===== config.mk =====
export PLATFORM = sky130hd
export DESIGN_NAME = bdr_readback_bank
export DESIGN_NICKNAME = d
export VERILOG_FILES = /design/src/bdr_pkg.sv /design/src/bdr_strap_if.sv /design/src/bdr_strap_decode.sv /design/src/bdr_readback_bank.sv
export VERILOG_INCLUDE_DIRS = /design/src
export SDC_FILE = /design/constraint.sdc
export NUM_CORES = 1
export LEC_CHECK = 0
export BUFFER_PORTS_ARGS = -buffer_cell sky130_fd_sc_hd__buf_2
export CORE_UTILIZATION = 46
export DETAILED_ROUTE_END_ITERATION = 7
export PLACE_DENSITY = 0.67
export SLEW_MARGIN = 40
export SYNTH_ARGS = -nofsm -noshare
export SYNTH_HDL_FRONTEND = slang
export SYNTH_SLANG_ARGS = --single-unit

===== constraint.sdc =====
create_clock -name mclk -period 10.7 [get_ports mclk]
set_clock_uncertainty 0.05 [all_clocks]
set_input_delay 0.535 -clock mclk [delete_from_list [all_inputs] [get_ports mclk]]
set_output_delay 0.535 -clock mclk [all_outputs]
set_load 0.005 [all_outputs]

===== src/bdr_consts.svh =====
// offsets, field positions, reset values and decode constants of the readback bank
`ifndef BDR_CONSTS_SVH
`define BDR_CONSTS_SVH

// ----------------------------------------------------------------
// register offsets
// ----------------------------------------------------------------
`define BDR_ADDR_W 8
`define BDR_OFS_OUTPUT_DUTY 8'h18
`define BDR_OFS_LED_CURRENT 8'h1A
`define BDR_OFS_BOOST_VOLTAGE 8'h1C
`define BDR_OFS_STRAP_DETECT 8'h1E
`define BDR_RESET_VALUE 16'h0000

// ----------------------------------------------------------------
// field positions
// ----------------------------------------------------------------
`define BDR_DAC_MSB 11
`define BDR_BOOST_MSB 10
`define BDR_LED_FREQ_LSB 12
`define BDR_LAYOUT_LSB 8
`define BDR_SWITCH_FREQ_LSB 3
`define BDR_MODE_LSB 0

// ----------------------------------------------------------------
// decode constants
// ----------------------------------------------------------------
`define BDR_ADDR_LOW_HALF 7'h2B
`define BDR_ADDR_HIGH_HALF 7'h2A
`define BDR_BOOST_BASE_MV 16'h04BA
`define BDR_BOOST_STEP_DNA 8'hBD

`endif


===== src/bdr_pkg.sv =====
// types shared by the readback bank and its strap decoder
package bdr_pkg;

    typedef enum logic [1:0] {
        BDR_DIM_PWM,
        BDR_DIM_HYBRID,
        BDR_DIM_CONST_CURRENT,
        BDR_DIM_DIRECT_PWM
    } bdr_dim_mode_t;

    typedef enum logic [1:0] {
        BDR_LAYOUT_SEPARATE,
        BDR_LAYOUT_THREE_GROUPS,
        BDR_LAYOUT_TWO_GROUPS,
        BDR_LAYOUT_ALL_TIED
    } bdr_layout_kind_t;

endpackage


===== src/bdr_strap_if.sv =====
// carrier between the readback bank and the strap decoder
`timescale 1ns/1ps
interface bdr_strap_if;
    logic [2:0] led_freq_code;
    logic [2:0] layout_code;
    logic [2:0] switch_freq_code;
    logic [2:0] mode_code;
    logic [14:0] led_freq_hz;
    logic [2:0] string_count;
    bdr_pkg::bdr_layout_kind_t layout_kind;
    logic [11:0] switch_freq_khz;
    bdr_pkg::bdr_dim_mode_t dim_mode;
    logic [6:0] bus_addr;

    modport bank (
        output led_freq_code, layout_code, switch_freq_code, mode_code,
        input led_freq_hz, string_count, layout_kind, switch_freq_khz, dim_mode, bus_addr
    );
    modport decoder (
        input led_freq_code, layout_code, switch_freq_code, mode_code,
        output led_freq_hz, string_count, layout_kind, switch_freq_khz, dim_mode, bus_addr
    );
endinterface


===== src/bdr_strap_decode.sv =====
// lookup of detected strap codes into frequencies, layout and bus address
`timescale 1ns/1ps
`include "bdr_consts.svh"
module bdr_strap_decode (
    bdr_strap_if.decoder strap
);

    // ----------------------------------------------------------------
    // lookups
    // ----------------------------------------------------------------
    function automatic logic [14:0] led_hz(input logic [2:0] code);
        unique case (code)
            3'h0: led_hz = 15'h0098;
            3'h1: led_hz = 15'h0131;
            3'h2: led_hz = 15'h0262;
            3'h3: led_hz = 15'h04C5;
            3'h4: led_hz = 15'h0989;
            3'h5: led_hz = 15'h1313;
            3'h6: led_hz = 15'h2626;
            3'h7: led_hz = 15'h4C4B;
        endcase
    endfunction

    function automatic logic [11:0] switch_khz(input logic [2:0] code);
        unique case (code)
            3'h0: switch_khz = 12'h064;
            3'h1: switch_khz = 12'h0C8;
            3'h2: switch_khz = 12'h12F;
            3'h3: switch_khz = 12'h190;
            3'h4: switch_khz = 12'h1F4;
            3'h5: switch_khz = 12'h71A;
            3'h6: switch_khz = 12'h7D0;
            3'h7: switch_khz = 12'h8AE;
        endcase
    endfunction

    assign strap.led_freq_hz = led_hz(strap.led_freq_code);
    assign strap.switch_freq_khz = switch_khz(strap.switch_freq_code);

    always_comb begin
        unique case (strap.layout_code)
            3'h0, 3'h1, 3'h2, 3'h3, 3'h4: begin
                // separate strings: six down to two
                strap.string_count = 3'(3'h6 - strap.layout_code);
                strap.layout_kind = bdr_pkg::BDR_LAYOUT_SEPARATE;
            end
            3'h5: begin
                strap.string_count = 3'h3;
                strap.layout_kind = bdr_pkg::BDR_LAYOUT_THREE_GROUPS;
            end
            3'h6: begin
                strap.string_count = 3'h2;
                strap.layout_kind = bdr_pkg::BDR_LAYOUT_TWO_GROUPS;
            end
            3'h7: begin
                strap.string_count = 3'h1;
                strap.layout_kind = bdr_pkg::BDR_LAYOUT_ALL_TIED;
            end
        endcase
    end

    // upper bit picks the address half, lower two the dimming scheme
    assign strap.bus_addr = strap.mode_code[2] ? `BDR_ADDR_HIGH_HALF
                                               : `BDR_ADDR_LOW_HALF;
    assign strap.dim_mode = bdr_pkg::bdr_dim_mode_t'(strap.mode_code[1:0]);

endmodule


===== src/bdr_readback_bank.sv =====
// read-only diagnostic readback bank of the backlight driver
//
// Overview of operation
// - output duty readback fills all sixteen bits
// - DAC code bits 11-0, upper zero
// - boost code bits 10-0, upper zero
// - boost voltage relation from two-resistor feedback
// - LED PWM frequency code in 14-12
// - layout codes 0-4 are six..two strings
// - layout codes 5-7 are grouped outputs
// - boost switching frequency code in 5-3
// - mode code picks bus address half
// - mode order PWM, hybrid, constant, direct
// - strap register reserved bits read zero
`timescale 1ns/1ps
`include "bdr_consts.svh"
module bdr_readback_bank (
    input wire logic mclk,
    input wire logic nrst,
    // register access port of the serial interface
    input wire logic reg_rd_en,
    input wire logic reg_wr_en,
    input wire logic [7:0] reg_addr,
    input wire logic [15:0] reg_wr_data,
    output logic [15:0] reg_rd_data,
    output logic reg_rd_valid,
    output logic reg_addr_hit,
    // sources
    input wire logic duty_update,
    input wire logic [15:0] duty_code,
    input wire logic dac_update,
    input wire logic [11:0] sink_dac_code,
    input wire logic boost_update,
    input wire logic [10:0] boost_level_code,
    input wire logic strap_done,
    input wire logic [2:0] detected_led_freq_code,
    input wire logic [2:0] detected_string_layout,
    input wire logic [2:0] detected_switch_freq_code,
    input wire logic [2:0] detected_mode_code,
    // decoded strap results and boost step current
    output logic [14:0] led_freq_hz,
    output logic [2:0] string_count,
    output bdr_pkg::bdr_layout_kind_t layout_kind,
    output logic [11:0] switch_freq_khz,
    output bdr_pkg::bdr_dim_mode_t dim_mode,
    output logic [6:0] bus_addr,
    output logic [18:0] boost_step_dna
);

    logic [15:0] output_duty_readback_reg;
    logic [11:0] led_current_code_readback_reg;
    logic [10:0] boost_voltage_code_readback_reg;
    logic [2:0] led_freq_reg;
    logic [2:0] layout_reg;
    logic [2:0] switch_freq_reg;
    logic [2:0] mode_reg;
    logic [15:0] rd_data_next;
    logic hit_next;

    bdr_strap_if strap ();

    // ----------------------------------------------------------------
    // source capture
    // ----------------------------------------------------------------
    // host writes never reach these flops; reg_wr_data is unused on purpose
    always_ff @(posedge mclk or negedge nrst) begin
        if (!nrst) begin
            output_duty_readback_reg <= `BDR_RESET_VALUE;
        end else if (duty_update) begin
            output_duty_readback_reg <= duty_code;
        end
    end

    always_ff @(posedge mclk or negedge nrst) begin
        if (!nrst) begin
            led_current_code_readback_reg <= 12'h000;
        end else if (dac_update) begin
            led_current_code_readback_reg <= sink_dac_code;
        end
    end

    always_ff @(posedge mclk or negedge nrst) begin
        if (!nrst) begin
            boost_voltage_code_readback_reg <= 11'h000;
        end else if (boost_update) begin
            boost_voltage_code_readback_reg <= boost_level_code;
        end
    end

    // all four strap results land together so a read never mixes two detections
    always_ff @(posedge mclk or negedge nrst) begin
        if (!nrst) begin
            led_freq_reg <= 3'h0;
            layout_reg <= 3'h0;
            switch_freq_reg <= 3'h0;
            mode_reg <= 3'h0;
        end else if (strap_done) begin
            led_freq_reg <= detected_led_freq_code;
            layout_reg <= detected_string_layout;
            switch_freq_reg <= detected_switch_freq_code;
            mode_reg <= detected_mode_code;
        end
    end

    // ----------------------------------------------------------------
    // strap decode
    // ----------------------------------------------------------------
    assign strap.led_freq_code = led_freq_reg;
    assign strap.layout_code = layout_reg;
    assign strap.switch_freq_code = switch_freq_reg;
    assign strap.mode_code = mode_reg;

    bdr_strap_decode u_decode (
        .strap(strap)
    );

    // decoded results are re-timed so every output comes straight from a flop
    always_ff @(posedge mclk or negedge nrst) begin
        if (!nrst) begin
            led_freq_hz <= 15'h0000;
        end else begin
            led_freq_hz <= strap.led_freq_hz;
        end
    end

    always_ff @(posedge mclk or negedge nrst) begin
        if (!nrst) begin
            string_count <= 3'h0;
            layout_kind <= bdr_pkg::BDR_LAYOUT_SEPARATE;
        end else begin
            string_count <= strap.string_count;
            layout_kind <= strap.layout_kind;
        end
    end

    always_ff @(posedge mclk or negedge nrst) begin
        if (!nrst) begin
            switch_freq_khz <= 12'h000;
        end else begin
            switch_freq_khz <= strap.switch_freq_khz;
        end
    end

    always_ff @(posedge mclk or negedge nrst) begin
        if (!nrst) begin
            dim_mode <= bdr_pkg::BDR_DIM_PWM;
            bus_addr <= 7'h00;
        end else begin
            dim_mode <= strap.dim_mode;
            bus_addr <= strap.bus_addr;
        end
    end

    // ----------------------------------------------------------------
    // boost voltage slope term
    // ----------------------------------------------------------------
    // output level is a fixed divider term plus times a per-code current; the resistors
    // sit off-chip, so only the per-code current is formed here, in 0.1 nA units
    always_ff @(posedge mclk or negedge nrst) begin
        if (!nrst) begin
            boost_step_dna <= 19'h00000;
        end else begin
            // both operands widened first so the product keeps its top bits
            boost_step_dna <= 19'(boost_voltage_code_readback_reg)
                              * 19'(`BDR_BOOST_STEP_DNA);
        end
    end

    // ----------------------------------------------------------------
    // field packing
    // ----------------------------------------------------------------
    // reserved positions start low, so no field can spill into them
    function automatic logic [15:0] pack_strap_word(input logic [2:0] led_freq,
                                                    input logic [2:0] layout,
                                                    input logic [2:0] switch_freq,
                                                    input logic [2:0] mode);
        pack_strap_word = 16'h0000;
        pack_strap_word[`BDR_LED_FREQ_LSB +: 3] = led_freq;
        pack_strap_word[`BDR_LAYOUT_LSB +: 3] = layout;
        pack_strap_word[`BDR_SWITCH_FREQ_LSB +: 3] = switch_freq;
        pack_strap_word[`BDR_MODE_LSB +: 3] = mode;
    endfunction

    function automatic logic [15:0] widen_code(input logic [11:0] code);
        widen_code = {4'h0, code};
    endfunction

    function automatic logic is_mapped(input logic [7:0] addr);
        unique case (addr)
            `BDR_OFS_OUTPUT_DUTY, `BDR_OFS_LED_CURRENT,
            `BDR_OFS_BOOST_VOLTAGE, `BDR_OFS_STRAP_DETECT: is_mapped = 1'b1;
            default: is_mapped = 1'b0;
        endcase
    endfunction

    // ----------------------------------------------------------------
    // read decode
    // ----------------------------------------------------------------
    always_comb begin
        rd_data_next = 16'h0000;
        hit_next = is_mapped(reg_addr);
        unique case (reg_addr)
            `BDR_OFS_OUTPUT_DUTY: rd_data_next = output_duty_readback_reg;
            `BDR_OFS_LED_CURRENT: begin
                rd_data_next = widen_code(led_current_code_readback_reg);
            end
            `BDR_OFS_BOOST_VOLTAGE: begin
                rd_data_next = widen_code({1'b0, boost_voltage_code_readback_reg});
            end
            `BDR_OFS_STRAP_DETECT: begin
                rd_data_next = pack_strap_word(led_freq_reg, layout_reg,
                                               switch_freq_reg, mode_reg);
            end
            default: rd_data_next = 16'h0000;
        endcase
    end

    always_ff @(posedge mclk or negedge nrst) begin
        if (!nrst) begin
            reg_rd_valid <= 1'b0;
            reg_addr_hit <= 1'b0;
        end else begin
            reg_rd_valid <= reg_rd_en;
            reg_addr_hit <= (reg_rd_en | reg_wr_en) & hit_next;
        end
    end

    // data holds the last read so a slow host can still pick it up
    always_ff @(posedge mclk or negedge nrst) begin
        if (!nrst) begin
            reg_rd_data <= 16'h0000;
        end else if (reg_rd_en) begin
            reg_rd_data <= rd_data_next;
        end
    end

endmodule


# Word-level counts from Yosys, hierarchy flattened
# Memories as Yosys holds them, arrays and structs flattened. A register that Yosys moved wholly into a read port is not among the register bits.
# Index checks and enable logic that the tools add are counted.
# W data, S select, Z words.
[word_totals]
register_bits = 102
latchBits = 0
ram_bits = 0
rom_bits = 216
input_bits = 83
output_inout_bits = 78
elab_cells = 42
memories = 2
[op_classes]
addsub = 1
n_mul = 1
div_mod_pow = 0
order_cmp = 0
eq_ne = 11
shifts = 0
muxes = 5
bitwise = 2
n_reduce_logical = 5
[memory_table]
columns = ["memory", "words", "word_bits", "rd", "rd_clocked_by_memory_dff", "write_ports", "line", "rtl"]
rows = [
  ["(no name shown)", 8, 15, 1, 1, 0, "bdr_strap_decode.sv:12", "unique case (code)"],
  ["(no name shown)", 8, 12, 1, 1, 0, "bdr_strap_decode.sv:25", "unique case (code)"],
]
[op_table]
columns = ["operator", "n"]
rows = [
  ["$pmux W16 S4", 1],
  ["$eq A8 B5 Y1 const B", 4],
  ["$mul A11 B8 Y19 const B", 1],
  ["$eq A3 B3 Y1 const B", 4],
  ["$pmux W3 S4", 1],
  ["$pmux W2 S4", 1],
  ["$eq A3 B2 Y1 const B", 2],
  ["$reduce_or A5 Y1", 1],
  ["$reduce_or A4 Y1", 1],
  ["$eq A3 B1 Y1 const B", 1],
  ["$logic_not A3 Y1", 1],
  ["$sub A3 B3 Y3 const A", 1],
  ["$logic_not A1 Y1", 2],
  ["$mux W1", 2],
  ["$and A1 B1 Y1", 1],
  ["$or A1 B1 Y1", 1],
]

# Logic depth before layout (Yosys ltp)
# Gate-level depths: netlist of run 1.
[depth]
ltp_word = 4
ltp_mapped = 16
mapped_depth_nobuf = 15

# By module
# From an unflattened synthesis of run 1, not the netlist that was laid out.
[unflattened]
cells_unflattened = 579
area_unflattened_um2 = 7018.0
[by_module_without_submodules]
columns = ["module", "n_inst", "cells_per_inst", "area_each_um2", "seq_area_each_um2"]
rows = [
  ["bdr_readback_bank", 1, 501, 6449.9, 3228.1],
  ["bdr_strap_decode", 1, 78, 568.0, 0.0],
]

# Worst setup path after synthesis of run 1
# No wires, ideal clock.
[synth_timing]
path_kind = "flip-flop to flip-flop"
from = "register boost_voltage_code_readback_reg[3]"
to = "register boost_step_dna[11]"
setup_ns = 0.069
arrival_ns = 3.817
t_required_ns = 10.581
slack_ns = 6.764
stages_incl_launch_ff = 15
path_buffers = 0
period_less_slack_ns = 3.936
cell_sequence = "dfrtp_1 -> inv_1 -> fa_1 -> inv_1 -> ha_1 -> fa_1 -> inv_1 -> fa_1 -> inv_1 -> ha_1 -> a21o_1 -> a21oi_4 -> a21boi_2 -> or4_1 -> nand3_1"
[synth_between]
elab_chain_cells = 1
[synth_rtl]
columns = ["item", "line", "rtl"]
rows = [
  ["from (decl)", "bdr_readback_bank.sv:52", "logic [10:0] boost_voltage_code_readback_reg;"],
  ["from (signal assigned)", "bdr_readback_bank.sv:86", "boost_voltage_code_readback_reg <= boost_level_code;"],
  ["$mul A11 B8 Y19", "bdr_readback_bank.sv:164", "boost_step_dna <= 19'(boost_voltage_code_readback_reg)"],
  ["to (signal assigned)", "bdr_readback_bank.sv:164", ""],
  ["to (decl)", "bdr_readback_bank.sv:47", "output logic [18:0] boost_step_dna"],
]
# Every way passes these cells.
# A chain may end at the register's enable or synchronous reset.

# Final worst setup path of run 1
[layout_timing]
from = "register boost_voltage_code_readback_reg[5]"
to = "register boost_step_dna[18]"
# Same word-level chain as after synthesis.

==> results of run 1 <==
placed cells by master (no fill, tap or decap), types with 6 or more instances in the layout:
master / count
buf_2: 140
dfrtp_1: 122
inv_1: 103
ha_1: 63
mux2_2: 38
nand2_1: 33
o21ai_0: 33
fa_1: 33
a21oi_1: 17
clkbuf_16: 17
nor2_1: 16
mux4_2: 9
nand3_1: 8
o22ai_1: 8
xnor2_1: 7
xor2_1: 6
per-layer routing:
| layer | global-route usage | routed length [um] | vias to the layer above |
|---|---|---|---|
| met5 | 0 | 13 | - |
| met4 | 0.0941 | 316 | 2 |
| met3 | 0.0494 | 754 | 28 |
| met2 | 0.337 | 7020 | 119 |
| met1 | 0.249 | 6070 | 2208 |
| li1 | - | - | 2176 |
kinds of logic (layout without fill, tap and decap cells):
kind of cell	after synthesis	in the layout	synth area share
and+or+nand+nor	82	82	0.0588
other	2	4	0.00111
buffers and inverters	128	278	0.0762
DFF	122	122	0.451
muxes	52	52	0.101
xor gates and xnor gates	13	13	0.0168
AOI/OAI and AO/OA	85	85	0.0807
adders and majority gates	96	96	0.214
per-stage QoR:
step / hold slack [ns] / setup slack [ns] / std cells / total power, mW / util
2_1_floorplan: 0.189 / 6.76 / 582 / 1.26 / -
3_3_place_gp: 0.339 / 6.44 / 880 / 1.47 / 0.538
3_5_place_dp: 0.354 / 6.32 / 880 / 1.48 / 0.538
4_1_cts: 0.0866 / 6.31 / 912 / 2.12 / 0.584
5_1_grt: 0.113 / 6.15 / 912 / 2.27 / 0.584
6_report: 0.0701 / 6.33 / 912 / 2.10 / 0.584
worst max-delay path by stage:
stage / endpoint / slack [ns] / depth (start not counted)
2_1_floorplan: boost_step_dna[11]$_DFF_PN0_ / 6.76 / 14
3_5_place_dp: boost_step_dna[18]$_DFF_PN0_ / 6.32 / 14
6_report: boost_step_dna[18]$_DFF_PN0_ / 6.33 / 14
4_1_cts: boost_step_dna[18]$_DFF_PN0_ / 6.31 / 14
3_3_place_gp: boost_step_dna[18]$_DFF_PN0_ / 6.44 / 14
5_1_grt: boost_step_dna[18]$_DFF_PN0_ / 6.15 / 14
layout make-up:
cell class              count  area share
multi-input cells         332       0.389
flip-flops and latches    122       0.371
repair buffers            142      0.0874
clock buffers              19      0.0550
inverters                 104      0.0474
well taps                 180      0.0274
clock inverters            13      0.0231
power breakdown:
group	internal (mW)	switching, mW
logic	0.399	0.501
clock network	0.404	0.215
registers	0.541	0.0369
total	1.34	0.753
==> impl_results.md, run 1 <==
- Endpoints failing hold: 0
- Cts hold-fix bufs: 0
- PD cells: ~250 nW/um2
- Gr ovfl total: 0
- Die area: about 15000 um2
- R2r setup slk: approximately 6.3 ns
- EDFF count, synth: 0
- Die Y: 123 um
- Distinct cells, synth: 50
- Rel. slew slack: 0.550
- Data required, critical path: about 11 ns
- Share of layout cells above drive strength 1: 0.314
- Cell Area, Placed: roughly 7600 um2
- Worst EP arrival: between 4 and 5 ns
- Port buffer count: between 100 and 150
- WL/cell: roughly 16 um
- Post-CTS resize count: 0
- Yosys Warn Count: 0
- Detail Route Antenna Nets: 0
- Clk buf depth: 2
- Max-cap violations: 0
- P&R area growth vs syn: 21.7%
- Post-synth top area share: 0.451
- Post-route DRC: 0
- Top cells by area, synth: dfrtp_1 45%, ha_1 12%, fa_1 9.8%
- Count leader, synth: dfrtp_1
- Root Buffer: clkbuf_16
- Crit Path Max Fanout: 5
- Largest register FFs: 19
- Core ar.: about 14000 um2
- Drt first pass iters: 4
- Buf/Inv on CP: 4
- RSZ-0062 raised after global routing: false
- Synth area leader: dfrtp_1
- Critical R2R Capture: boost_step_dna[18]$_DFF_PN0_
- Via density: just under 5
- Status: finished clean
- Fin area: approximately 8200 um2
- Area of the multi-input gates: approximately 3200 um2
- Slew @ Worst Pin: between 0.6 and 0.7 ns
- Clock net sink count: about 120
- Tmin final: approximately 4.4 ns
- Initial core utilization: 0.480
- Vias in the first global route: roughly 4600
- Static Leak: roughly 4.2 nW
- CTS H-tree depth: 4
- Nets: ~900
- Via Count: roughly 4500
- Post-synth ARST share: 1.00
- Slowest stage delay, CP: approximately 0.57 ns
- HP Class: input pin to asynchronous set/reset pin
- Worst Setup SP: boost_voltage_code_readback_reg[5]$_DFFE_PN0P_
- RePlAce Congestion: 0.827
- Initial antenna violation count: 1
- CP Class: flip-flop to flip-flop
- Synth top cells by count: 122 x dfrtp_1, 103 x inv_1, 63 x ha_1, 38 x mux2_2
- Largest net degree at the start of global routing: 76
- Register area: 3050 um2
- Synthesized area: about 6800 um2
- Worst Reg2Reg Path Length in Cells: 14
- First-pass GRT wire length: around 23000 um
- Crit-path leading delay family: adder cells
- Post-route clock period utilization: 0.409
- Setup repair bufs after CTS: 0
- Prevailing post-synth register cell: dfrtp_1
- Num CTS Buffers: 17
- # rows: 43
- DIE WIDTH: roughly 120 um
- CP Capture Type: flip-flop
- Gr usage total: 0.203
- TNS Setup: 0 ns
- Initial drt markers: between 200 and 250
- Clk pin slew, worst setup/hold paths: around 0.06 ns
- Synth Register Bits: approximately 120
- Mapped Cells: 580
- Count of final setup violators: 0
- Worst r2r src: boost_voltage_code_readback_reg[5]$_DFFE_PN0P_
- Fill cells: between 1000 and 1500
- Mean area per synthesized cell: 11.7 um2
- Max-slew violation count: 0
- Post-synthesis sequential area ratio: 0.451
- CP Launch Type: flip-flop
- ANT cells: 0
- WL final: ~14000 um
- TritonCTS clock tree: built
- Max Clk Rate: about 230 MHz
- DP HPWL: around 11000 um
- Boundary Pins: between 150 and 200
- CP cell instances: inv_1 -> fa_1 -> inv_1 -> fa_1 -> fa_1 -> inv_1 -> fa_1 -> inv_1 -> ha_1 -> a21oi_1 -> nand2_1 -> o2111ai_2 -> a41oi_2 -> xor2_1
- VDD IR max: approximately 0.24 mV
- Crit-path slowest cell: fa_1
- Clock Latency Late Sink: ~0.42 ns
No activity file was read; power rests on OpenSTA's default activity.
==> inputs of run 2 (changes only) <==
==> constraint.sdc (replaced) <==
create_clock -name mclk -period 4.2 [get_ports mclk]
set_clock_uncertainty 0.05 [all_clocks]
set_input_delay 0.21 -clock mclk [delete_from_list [all_inputs] [get_ports mclk]]
set_output_delay 0.21 -clock mclk [all_outputs]
set_load 0.005 [all_outputs]
==> impl_results.md, run 2 (same netlist as run 1, synthesis figures left out) <==
- DP Worst Slack: around 0.12 ns
- Fin Hold WS: ~0.019 ns
- CP Capture Type: flip-flop
- Via Count: between 4000 and 5000
- Post-route DRC: 0
- VDD IR max: about 0.65 mV
- Final Power: about 5.5 mW
- Tmin final: 4.07 ns
- Count of final setup violators: 0
- Initial core utilization: 0.480
- Vias in the first global route: a little over 5000
- Via density: 4.93
- Port buffer count: roughly 140
- # rows: 43
- CP Class: flip-flop to flip-flop
- RePlAce Congestion: roughly 0.84
- Crit Path Max Fanout: 5
- Share of layout cells above drive strength 1: 0.313
- CTS H-tree depth: 4
- Register area: between 3000 and 4000 um2
- Num CTS Buffers: 17
- P&R area growth vs syn: 30.4%
- Post-route worst setup slack: around 0.13 ns
- PD cells: 629 nW/um2
- Fin util: 0.626
- Setup repair bufs after CTS: 0
- WL/cell: 15.6 um
- Status: finished clean
- Commonest cells after routing, fill and taps aside: 140 x buf_2, 122 x dfrtp_1, 99 x inv_1
- Slew @ Worst Pin: between 0.5 and 0.6 ns
- Post-route clock period utilization: 0.970
- TritonCTS clock tree: built
- Drt first pass iters: 4
- Initial antenna violation count: 0
- HP Class: input pin to flip-flop
- Initial drt markers: approximately 250
- DP HPWL: roughly 11000 um
- Largest register FFs: 19
- ANT cells: 0
- Die Y: about 120 um
- DIE WIDTH: about 120 um
- Most common cell after layout, fill and taps aside: buf_2
- Area of the multi-input gates: around 3200 um2
- Rel. slew slack: 0.618
- Gr usage total: 0.219
- Core ar.: about 14000 um2
- Root Buffer: clkbuf_16
- Static Leak: about 4.5 nW
- Worst EP arrival: roughly 4.4 ns
- Clock Latency Late Sink: approximately 0.42 ns
- Boundary Pins: roughly 160
- Largest net degree at the start of global routing: between 40 and 50
- Clock net sink count: around 120
- RSZ-0062 raised after global routing: false
- TNS Setup: 0 ns
- Detail Route Antenna Nets: 0
- Gr ovfl total: 0
- Clk buf depth: 2
- First-pass GRT wire length: 24800 um
- Data required, critical path: between 4 and 5 ns
- Max-cap violations: 0
- R2r setup slk: 0.13 ns
- Clk pin slew, worst setup/hold paths: around 0.05 ns
- Fill cells: approximately 1100
- Endpoints failing hold: 0
- Max-slew violation count: 0
- CP Launch Type: flip-flop
- Nets: between 900 and 1000
- Die area: between 15000 and 20000 um2
- Max Clk Rate: about 250 MHz
- WL final: ~15000 um
[run 2: changes by cell type in the layout (fill, tap and decap cells not counted), moves of 4 or more]
cell | before | now
buf_4 | 1 | 15
dlygate4sd3_1 | 0 | 50
inv_1 | 103 | 99
clkinv_4 | 1 | 5
inv_2 | 0 | 4
[run 2: repair_timing]
action | CTS | global route
hold buffers | 50 | 0
hold endpoints to repair | 85 | 0
endpoints found under the setup margin | 0 | 5
resized for setup | 0 | 9
[run 2: worst paths after layout]
| kind | startpoint | to | cells past startpoint |
|---|---|---|---|
| worst max-delay path | boost_voltage_code_readback_reg[4]$_DFFE_PN0P_ | boost_step_dna[17]$_DFF_PN0_ | 14 |
| worst min-delay path | boost_level_code[2] | boost_voltage_code_readback_reg[2]$_DFFE_PN0P_ | 2 |
| worst max register to register | boost_voltage_code_readback_reg[4]$_DFFE_PN0P_ | boost_step_dna[17]$_DFF_PN0_ | 14 |
| worst min register to register | mode_reg[1]$_DFFE_PN0P_ | dim_mode[1]$_DFF_PN0_ | 0 |
| max in group asynchronous | nrst | boost_step_dna[14]$_DFF_PN0_ | 3 |
| min in group asynchronous | nrst | led_freq_hz[2]$_DFF_PN0_ | 2 |
[run 2: per-layer routing]
| metal | vias to the layer above | part of all wire | GRT usage |
|---|---|---|---|
| met1 | 2327 | 0.43 | 0.269 |
| met3 | 28 | 0.055 | 0.0507 |
| met4 | 0 | 0.021 | 0.0866 |
| met2 | 161 | 0.50 | 0.372 |
| li1 | 2292 | - | - |
| met5 | - | 0 | 0 |
[run 2: final cells by class]
| cell class | count | share of cell area |
|---|---|---|
| Sequential cell | 122 | 0.346 |
| Clock buffer | 18 | 0.0487 |
| Timing Repair Buffer | 205 | 0.149 |
| Inverter | 104 | 0.0443 |
| Multi-Input combinational cell | 332 | 0.367 |
| Tap cell | 180 | 0.0255 |
| Clock inverter | 14 | 0.0196 |
[run 2: per-stage QoR]
| stage | cell area (um2) | instances |
|---|---|---|
| after floorplan | 6770 | 582 |
| after global placement | 7680 | 893 |
| after detailed placement | 7680 | 893 |
| after CTS | 8790 | 975 |
| after global routing | 8820 | 975 |
| final | 8820 | 975 |
[run 2: where the power goes]
part	switching (mW)	leakage, nW	internal, mW
Clock	0.549	0.290	0.934
Combinational	1.41	2.71	1.18
Sequential	0.0838	1.49	1.38
Total	2.05	4.50	3.50
[run 2: critical path, cell delays in order (launching register included)]
cell     delay (ns)
dfrtp_1        0.34
inv_1          0.10
fa_1           0.52
inv_1          0.05
ha_1           0.32
fa_1           0.54
inv_1          0.06
fa_1           0.53
inv_1          0.04
ha_1           0.35
a21o_1         0.23
a21oi_4        0.18
a21oi_2        0.10
o31ai_1        0.42
xnor2_1        0.17
